`config.mk`:
```
export PLATFORM = sky130hd
export DESIGN_NAME = sbac_slot_bus
export DESIGN_NICKNAME = d
export VERILOG_FILES = /design/src/core/sbac_pkg.sv /design/src/core/sbac_slot_bus.sv /design/src/core/sbac_select_decode.sv
export SDC_FILE = /design/constraint.sdc
export NUM_CORES = 1
export LEC_CHECK = 0
export BUFFER_PORTS_ARGS = -buffer_cell sky130_fd_sc_hd__buf_2
export CAP_MARGIN = 15
export CORE_ASPECT_RATIO = 1.4
export CORE_MARGIN = 2
export CORE_UTILIZATION = 46
export CTS_CLUSTER_DIAMETER = 30
export DETAILED_ROUTE_END_ITERATION = 6
export PLACE_DENSITY = 0.9
export SLEW_MARGIN = 20
export SYNTH_ARGS = -nofsm -noshare
export SYNTH_HDL_FRONTEND = slang
export SYNTH_HIERARCHICAL = 1
export SYNTH_SLANG_ARGS = --single-unit
```
`constraint.sdc`:
```
create_clock -name clk_sys -period 2.2 [get_ports clk_sys]
set_input_delay 0.66 -clock clk_sys [delete_from_list [all_inputs] [get_ports clk_sys]]
set_output_delay 0.66 -clock clk_sys [all_outputs]
set_load 0.005 [all_outputs]
```
`src/core/sbac_pkg.sv`:
```
// Purpose : shared constants and carriers for the slot bus address and chip-select block
// Assumes : one 50 MHz clock, synchronous active-low reset
package sbac_pkg;

  // ==========================================================
  // address decode
  localparam logic [23:0] SBAC_TOP_ROM_BASE  = 24'hfe0000;
  localparam logic [23:0] SBAC_LOW_ROM_BASE  = 24'h0e0000;
  localparam logic [23:0] SBAC_LOW_ROM_LAST  = 24'h0fffff;
  localparam logic [15:0] SBAC_PORT_KBD_DATA = 16'h0060;
  localparam logic [15:0] SBAC_PORT_KBD_CMD  = 16'h0064;
  localparam logic [15:0] SBAC_PORT_RTC_IDX  = 16'h0070;
  localparam logic [15:0] SBAC_PORT_RTC_DATA = 16'h0071;
  // shadow granularity: eight 16 KB pieces of 0e0000-0fffff
  localparam int          SBAC_SHADOW_BITS   = 8;
  localparam int          SBAC_SHADOW_LSB    = 14;
  localparam int          SBAC_LOCAL_ACCESS_EN_BIT = 4;
  localparam int          SBAC_RTC_ENABLE_BIT      = 0;

  // ==========================================================
  // bus ownership and cycle types
  typedef enum logic [1:0] {
    SBAC_OWN_CPU,
    SBAC_OWN_DMA,
    SBAC_OWN_MASTER,
    SBAC_OWN_REFRESH
  } sbac_owner_type;

  typedef enum logic [1:0] {
    SBAC_CYC_MEM_RD,
    SBAC_CYC_MEM_WR,
    SBAC_CYC_IO_RD,
    SBAC_CYC_IO_WR
  } sbac_cycle_type;

  // one bus cycle request from the cpu or the internal dma/master logic
  typedef struct packed {
    logic           start;
    logic           active;
    sbac_cycle_type kind;
    logic [23:0]    addr;
  } sbac_cycle_req_type;

  // output and enable view of the bidirectional address pin groups
  typedef struct packed {
    logic [6:0] la_o;
    logic [6:0] la_oe;
    logic [2:0] sa_high_o;
    logic [7:0] sa_mid_o;
    logic [7:0] sa_mid_oe;
    logic [8:0] sa_low_o;
    logic [8:0] sa_low_oe;
  } sbac_addr_pins_type;

endpackage : sbac_pkg

```
`src/core/sbac_slot_bus.sv`:
```
// Purpose : slot address bus direction, local access claim and chip-select outputs
// Assumes : pins from other domains pass a two-flop synchroniser first
// Notes   : control bits arrive as plain ports; no register bus
`timescale 1ns/1ps
module sbac_slot_bus
  import sbac_pkg::*;
(
  input  wire logic                         clk_sys,
  input  wire logic                         resetn,
  input  wire logic                         power_on_reset,
  // ownership and cycle
  input  wire logic                         hold_ack,
  input  wire logic                         master_active,
  input  wire logic                         refresh_active,
  input  wire sbac_cycle_req_type           req,
  input  wire logic                         cycle_end,
  input  wire logic [8:0]                   refresh_row,
  input  wire logic                         local_region_hit,
  // control bits
  input  wire logic [7:0]                   bus_control_reg,
  input  wire logic [7:0]                   rtc_low_byte_reg,
  input  wire logic                         internal_keyboard_ctrl,
  input  wire logic [SBAC_SHADOW_BITS-1:0]  shadow_enable,
  // pins
  input  wire logic                         local_access_claim_n,
  input  wire logic                         ready_n_i,
  input  wire logic                         own_ready_n,
  input  wire logic                         strap_pin_i,
  input  wire logic [6:0]                   la_i,
  input  wire logic [7:0]                   sa_mid_i,
  input  wire logic [8:0]                   sa_low_i,
  output sbac_addr_pins_type                addr_pins,
  output logic                              local_addr_strobe_n,
  output logic                              local_addr_strobe_oe,
  output logic                              write_read_select,
  output logic                              write_read_select_oe,
  output logic                              ready_n_o,
  output logic                              ready_n_oe,
  output logic                              boot_rom_select_n,
  output logic                              peripheral_select_n,
  output logic                              select_pin_oe,
  output logic                              config_strap,
  output logic                              claim_active,
  output logic                              claim_ready_seen,
  output logic [23:0]                       master_addr
);

  // ==========================================================
  // synchronisers
  logic       claim_meta;
  logic       claim_sync;
  logic       ready_meta;
  logic       ready_sync;
  logic       strap_meta;
  logic       strap_sync;
  logic [6:0] la_meta;
  logic [6:0] la_sync;
  logic [7:0] mid_meta;
  logic [7:0] mid_sync;
  logic [8:0] low_meta;
  logic [8:0] low_sync;

  always_ff @(posedge clk_sys) begin
    if (!resetn) begin
      claim_meta <= 1'b1;
      claim_sync <= 1'b1;
      ready_meta <= 1'b1;
      ready_sync <= 1'b1;
      strap_meta <= 1'b0;
      strap_sync <= 1'b0;
      la_meta    <= 7'h00;
      la_sync    <= 7'h00;
      mid_meta   <= 8'h00;
      mid_sync   <= 8'h00;
      low_meta   <= 9'h000;
      low_sync   <= 9'h000;
    end else begin
      claim_meta <= local_access_claim_n;
      claim_sync <= claim_meta;
      ready_meta <= ready_n_i;
      ready_sync <= ready_meta;
      strap_meta <= strap_pin_i;
      strap_sync <= strap_meta;
      la_meta    <= la_i;
      la_sync    <= la_meta;
      mid_meta   <= sa_mid_i;
      mid_sync   <= mid_meta;
      low_meta   <= sa_low_i;
      low_sync   <= low_meta;
    end
  end

  // ==========================================================
  // ownership
  sbac_owner_type owner;

  always_comb begin
    if (refresh_active) begin
      owner = SBAC_OWN_REFRESH;
    end else if (hold_ack && master_active) begin
      owner = SBAC_OWN_MASTER;
    end else if (hold_ack) begin
      owner = SBAC_OWN_DMA;
    end else begin
      owner = SBAC_OWN_CPU;
    end
  end

  // slot_addr_enable: hold granted to the dma engine, not to a master
  logic slot_addr_enable;
  assign slot_addr_enable = hold_ack && !master_active;

  // ==========================================================
  // address pin drive
  always_ff @(posedge clk_sys) begin
    if (!resetn) begin
      addr_pins <= '0;
    end else begin
      unique case (owner)
        SBAC_OWN_CPU, SBAC_OWN_DMA: begin
          addr_pins.la_o      <= req.addr[23:17];
          addr_pins.la_oe     <= 7'h7f;
          addr_pins.sa_high_o <= req.addr[19:17];
          addr_pins.sa_mid_o  <= req.addr[16:9];
          addr_pins.sa_mid_oe <= 8'hff;
          addr_pins.sa_low_o  <= req.addr[8:0];
          addr_pins.sa_low_oe <= 9'h1ff;
        end
        SBAC_OWN_MASTER: begin
          addr_pins.la_o      <= 7'h00;
          addr_pins.la_oe     <= 7'h00;
          // top slot bits are always driven; copy the master's latchable bits
          addr_pins.sa_high_o <= la_sync[2:0];
          addr_pins.sa_mid_o  <= 8'h00;
          addr_pins.sa_mid_oe <= 8'h00;
          addr_pins.sa_low_o  <= 9'h000;
          addr_pins.sa_low_oe <= 9'h000;
        end
        SBAC_OWN_REFRESH: begin
          addr_pins.la_o      <= 7'h00;
          addr_pins.la_oe     <= 7'h7f;
          addr_pins.sa_high_o <= 3'h0;
          addr_pins.sa_mid_o  <= 8'h00;
          addr_pins.sa_mid_oe <= 8'h00;
          addr_pins.sa_low_o  <= refresh_row;
          addr_pins.sa_low_oe <= 9'h1ff;
        end
      endcase
    end
  end

  always_ff @(posedge clk_sys) begin
    if (!resetn) begin
      master_addr <= 24'h000000;
    end else if (owner == SBAC_OWN_MASTER) begin
      master_addr <= {la_sync, mid_sync, low_sync};
    end
  end

  // ==========================================================
  // local access claim
  logic claim_window;
  logic claim_take;
  logic local_access_enable;
  assign local_access_enable = bus_control_reg[SBAC_LOCAL_ACCESS_EN_BIT];
  // the claim is only looked at in the first clock of a cpu cycle (synced sample)
  assign claim_window = req.start && !hold_ack;
  assign claim_take   = claim_window && local_access_enable && !claim_sync;

  // a new claim wins over a cycle end falling in the same clock
  always_ff @(posedge clk_sys) begin
    if (!resetn) begin
      claim_active <= 1'b0;
    end else if (claim_take) begin
      claim_active <= 1'b1;
    end else if (cycle_end) begin
      claim_active <= 1'b0;
    end
  end

  always_ff @(posedge clk_sys) begin
    if (!resetn) begin
      claim_ready_seen <= 1'b0;
    end else if (claim_active && !ready_sync) begin
      claim_ready_seen <= 1'b1;
    end else if (cycle_end) begin
      claim_ready_seen <= 1'b0;
    end
  end

  // ready drive: own completion only when no claim and not in hold
  always_ff @(posedge clk_sys) begin
    if (!resetn) begin
      ready_n_o  <= 1'b1;
      ready_n_oe <= 1'b0;
    end else begin
      ready_n_o  <= own_ready_n;
      // claim_take keeps own ready off from the very edge the claim is taken
      ready_n_oe <= !claim_active && !claim_take && !hold_ack && !own_ready_n;
    end
  end

  // ==========================================================
  // local strobe during dma and master cycles
  logic wr_cycle;
  assign wr_cycle = (req.kind == SBAC_CYC_MEM_WR) || (req.kind == SBAC_CYC_IO_WR);

  always_ff @(posedge clk_sys) begin
    if (!resetn) begin
      local_addr_strobe_n  <= 1'b1;
      local_addr_strobe_oe <= 1'b0;
      write_read_select    <= 1'b0;
      write_read_select_oe <= 1'b0;
    end else begin
      local_addr_strobe_n  <= !(hold_ack && local_region_hit && req.start);
      local_addr_strobe_oe <= hold_ack && !refresh_active;
      if (hold_ack && local_region_hit && req.active) begin
        write_read_select    <= wr_cycle;
        write_read_select_oe <= 1'b1;
      end else begin
        write_read_select_oe <= 1'b0;
      end
    end
  end

  // ==========================================================
  // chip selects and strap
  logic rom_hit;
  logic ppi_hit;

  sbac_select_decode u_decode (
    .req                    (req),
    .hold_ack               (hold_ack),
    .slot_addr_enable       (slot_addr_enable),
    .internal_keyboard_ctrl (internal_keyboard_ctrl),
    .shadow_enable          (shadow_enable),
    .rom_hit                (rom_hit),
    .ppi_hit                (ppi_hit)
  );

  logic rtc_enable_unused;
  assign rtc_enable_unused = rtc_low_byte_reg[SBAC_RTC_ENABLE_BIT];

  // strap is caught while power-on reset is held, pin is an input then
  always_ff @(posedge clk_sys) begin
    if (!resetn) begin
      config_strap  <= 1'b0;
      select_pin_oe <= 1'b0;
    end else if (power_on_reset) begin
      config_strap  <= strap_sync;
      select_pin_oe <= 1'b0;
    end else begin
      select_pin_oe <= 1'b1;
    end
  end

  // selects latch at cycle start and stand until the cycle ends, the rom select only until hold is granted
  always_ff @(posedge clk_sys) begin
    if (!resetn) begin
      boot_rom_select_n   <= 1'b1;
      peripheral_select_n <= 1'b1;
    end else if (cycle_end || !req.active) begin
      boot_rom_select_n   <= 1'b1;
      peripheral_select_n <= 1'b1;
    end else if (hold_ack && !req.start) begin
      // the cpu has given the bus away: a rom select left from its cycle must drop
      boot_rom_select_n   <= 1'b1;
    end else if (req.start) begin
      boot_rom_select_n   <= !rom_hit;
      peripheral_select_n <= !ppi_hit;
    end
  end

  // ==========================================================
  // checks
  rom_cpu_only_a: assert property (@(posedge clk_sys) disable iff (!resetn)
    hold_ack |=> boot_rom_select_n)
    else $error("rom select active in hold");
  ppi_no_dma_a: assert property (@(posedge clk_sys) disable iff (!resetn)
    (req.start && slot_addr_enable && req.active) |=> peripheral_select_n)
    else $error("peripheral select during dma hold");
  ppi_io_only_a: assert property (@(posedge clk_sys) disable iff (!resetn)
    (req.start && req.active && (req.kind inside {SBAC_CYC_MEM_RD, SBAC_CYC_MEM_WR}))
      |=> peripheral_select_n)
    else $error("peripheral select on memory cycle");
  refresh_high_a: assert property (@(posedge clk_sys) disable iff (!resetn)
    refresh_active |=> addr_pins.sa_high_o == 3'h0 && addr_pins.la_o == 7'h00)
    else $error("refresh address not low");
  refresh_mid_a: assert property (@(posedge clk_sys) disable iff (!resetn)
    refresh_active |=> addr_pins.sa_mid_oe == 8'h00 && addr_pins.sa_low_o == $past(refresh_row))
    else $error("refresh mid not floated or row wrong");
  master_input_a: assert property (@(posedge clk_sys) disable iff (!resetn)
    (hold_ack && master_active && !refresh_active)
      |=> addr_pins.la_oe == 7'h00 && addr_pins.sa_low_oe == 9'h000)
    else $error("address driven during master");
  claim_gate_a: assert property (@(posedge clk_sys) disable iff (!resetn)
    (!bus_control_reg[SBAC_LOCAL_ACCESS_EN_BIT] && !claim_active) |=> !$rose(claim_active))
    else $error("claim taken while disabled");
  claim_ready_a: assert property (@(posedge clk_sys) disable iff (!resetn)
    claim_active |=> !ready_n_oe)
    else $error("ready driven during claim");
  strobe_one_a: assert property (@(posedge clk_sys) disable iff (!resetn)
    !local_addr_strobe_n |=> local_addr_strobe_n)
    else $error("strobe longer than one clock");
  strap_hold_a: assert property (@(posedge clk_sys) disable iff (!resetn)
    power_on_reset |=> !select_pin_oe)
    else $error("select pin driven during strap sampling");

endmodule : sbac_slot_bus

```
`src/core/sbac_select_decode.sv`:
```
// Purpose : combinational decode of boot rom and peripheral selects
// Assumes : address and cycle type held stable by caller for the cycle
// Notes   : pure function of inputs, registered in the parent
`timescale 1ns/1ps
module sbac_select_decode
  import sbac_pkg::*;
(
  input  wire sbac_cycle_req_type           req,
  input  wire logic                         hold_ack,
  input  wire logic                         slot_addr_enable,
  input  wire logic                         internal_keyboard_ctrl,
  input  wire logic [SBAC_SHADOW_BITS-1:0]  shadow_enable,
  output logic                              rom_hit,
  output logic                              ppi_hit
);

  logic       is_mem;
  logic       is_io;
  logic       in_low_rom;
  logic       shadowed;
  logic [2:0] piece;
  logic [15:0] port;

  always_comb begin
    is_mem     = (req.kind == SBAC_CYC_MEM_RD) || (req.kind == SBAC_CYC_MEM_WR);
    is_io      = (req.kind == SBAC_CYC_IO_RD) || (req.kind == SBAC_CYC_IO_WR);
    in_low_rom = (req.addr >= SBAC_LOW_ROM_BASE) && (req.addr <= SBAC_LOW_ROM_LAST);
    piece      = req.addr[SBAC_SHADOW_LSB +: 3];
    // shadow only covers the low copy; the top alias always reaches the rom
    shadowed   = in_low_rom && shadow_enable[piece];
    port       = req.addr[15:0];
    rom_hit    = req.active && !hold_ack && is_mem
                 && ((req.addr >= SBAC_TOP_ROM_BASE) || in_low_rom) && !shadowed;
    ppi_hit    = req.active && is_io && !slot_addr_enable
                 && ((port == SBAC_PORT_RTC_IDX) || (port == SBAC_PORT_RTC_DATA)
                     || (!internal_keyboard_ctrl
                         && ((port == SBAC_PORT_KBD_DATA) || (port == SBAC_PORT_KBD_CMD))));
  end

endmodule : sbac_select_decode

```
==> results.md <==
- Status: completed
- WL/cell: 13.3 um
- Worst Skew: 0.00514 ns
- Arr. time, crit path: 2.11 ns
- Vias in the first global route: 2914
- Final antenna-violating net count: 0
- CTS tree: built
- Most frequent cells in the layout: 169 x buf_2, 119 x dfxtp_1, 55 x nand2_1
- HP Class: reg2reg
- Post-route DRC: 0
- Synth Flop Type: dfxtp_1
- Final setup viols: 0
- CP Class: in2reg
- Post-CTS repair timing setup buffer count: 0
- Peak VDD IR: 0.000700 V
- CTS Root Cell: clkbuf_16
- Peak Freq: 546 MHz
- IO Pins: 185
- CTS sink cnt: 119
- Pre-CTS WS: -0.0301 ns
- Row count: 40
- Final Non-Filler Cells: 644
- Critical path peak fanout: 3
- DR pass1 iterations: 4
- H-tree depth: 4
- Setup TNS: 0 ns
- DIE WIDTH: 83.6 um
- Share of flip-flops with an asynchronous set or reset: 0
- Post-synthesis sequential area ratio: 0.585
- Period utilisation layout: 0.833
- Slew @ Worst Pin: 0.653 ns
- Post-synth EDFFs: 0
- Post-CTS Resized: 0
- Slew HR: 0.564
- Mapped Nets: 473
- Final Max Tran Viols: 0
- Clock latency on the worst-skew pair: 0.40 ns
- Commonest non-fill, non-tap cell in the layout: buf_2
- Fillcell total: 673
- Port bufs: 169
- Yosys warns: 6
- Placed Area: 4820 um^2
- Cell variety after synth: 31
- Synth Register Bits: 119
- Pleak: 2.59 nW
- Antenna violations before repair: 0
- Util after Layout: 0.638
- Crit end category: flop
- Placer Congestion: 0.922
- Share of layout cells above drive strength 1: 0.404
- Syn Area/Cell: 10.9 um^2
- Largest net degree at the start of global routing: 57
- Die footprint: 9640 um^2
- CTS max path bufs: 2
- First-pass GRT wire length: 13.2 mm
- # hold bufs at CTS: 0
- Mapped Area: 4080 um^2
- Mapped Cells: 375
- MaxCap Viol Count: 0
- DR vias: 3088
- Nets: 624
- Post-route worst setup slack: 0.368 ns
- Cts bufs inserted: 17
- Clk pin slew, worst setup/hold paths: 0.05 ns
- Antenna diodes: 0
- Core region area: 8610 um^2
- Congestion Overflow GR: 0
- Hold Violations, Final: 0
- Fin area: 5490 um^2
- Die Ht: 115 um
- RSZ-0062 raised after global routing: false
- Total track usage: 0.178
- Pwr Density: 1020 nW/um^2
- DR iter-0 viols: 78
- DR vias/cell: 4.80
- Crit path launch type: input port
- CP required: 2.47 ns
- Hpwl dp: 6.15 mm
- Drt total wl: 8.56 mm
- Area delta synth->final: 34.7%
- Initial Utilization: 0.473
- Fin crit period: 1.83 ns
- DP Cell Count: 612
[state kept, by name, summed over array words and instances, names as in the netlist, 7 cells and up]
register     count
addr_pins       29
master_addr     24
low_meta         9
low_sync         9
mid_meta         8
mid_sync         8
la_meta          7
la_sync          7
[where the power goes]
group / internal (mW) / switching, mW / leakage (nW)
Clock: 2.09 / 0.923 / 0.310
Combinational: 0.171 / 0.150 / 1.30
Sequential: 2.24 / 0.0253 / 0.977
Total: 4.51 / 1.10 / 2.59
[cell usage after synthesis, drive strengths merged (3+ instances only)]
| master | instances | area (um^2) |
|---|---|---|
| mux2i | 27 | 270 |
| nor2 | 5 | 18.8 |
| a32o | 9 | 90.1 |
| nand4 | 3 | 18.8 |
| o21ai | 3 | 15.0 |
| a21bo | 3 | 30.0 |
| and3 | 15 | 93.8 |
| nor2b | 3 | 18.8 |
| nand3 | 5 | 25.0 |
| and2b | 3 | 27.5 |
| nand2 | 55 | 206 |
| nand2b | 8 | 50.1 |
| and2 | 53 | 332 |
| clkbuf | 8 | 30.0 |
| nor4 | 4 | 25.0 |
| buf | 37 | 285 |
| a21oi | 4 | 20.0 |
| dfxtp | 119 | 2380 |
[metrics by stage]
stage          hold WS (ns)  power [mW]
2_1_floorplan         0.386        2.50
3_3_place_gp          0.392        2.62
4_1_cts               0.411        5.66
5_1_grt               0.430        5.80
6_report              0.406        5.60
3_5_place_dp          0.399        2.63
[area by class of cell]
class	count	area (um^2)	area share
Clock buffer	20	467	0.0850
Clock inverter	12	198	0.0360
Multi-Input combinational cell	211	1380	0.251
Sequential cell	119	2380	0.434
Tap cell	105	131	0.0239
Timing Repair Buffer	177	931	0.170
[path summary, 6_finish.rpt]
kind | endpoint | slack [ns] | start | depth (start not counted)
worst max-delay path | boot_rom_select_n | 0.37 | req[15] | 7
worst min-delay path | claim_sync | 0.41 | claim_meta | 1
worst max register to register | claim_active | 1.29 | claim_sync | 2
worst min register to register | claim_sync | 0.41 | claim_meta | 1
[critical path: stages]
cell,delay [ns]
buf_2,0.13
mux4_1,0.57
mux2i_1,0.13
nand2_1,0.09
a2111oi_2,0.28
and2_1,0.15
o21ai_0,0.08
[metal layers]
layer	track usage	vias to the layer above	share of wire
li1	-	1523	-
met1	0.186	1411	0.39
met2	0.319	138	0.51
met3	0.0625	16	0.080
met4	0.0903	0	0.025
met5	0	-	0
[kinds of logic after synthesis]
| kind of cell | Yosys count | synth area share |
|---|---|---|
| and+or+nand+nor | 159 | 0.211 |
| DFF | 119 | 0.585 |
| muxes | 29 | 0.0792 |
| buffers and inverters | 45 | 0.0774 |
| AOI/OAI and AO/OA | 23 | 0.0476 |
(Power assumes the default switching activity.)
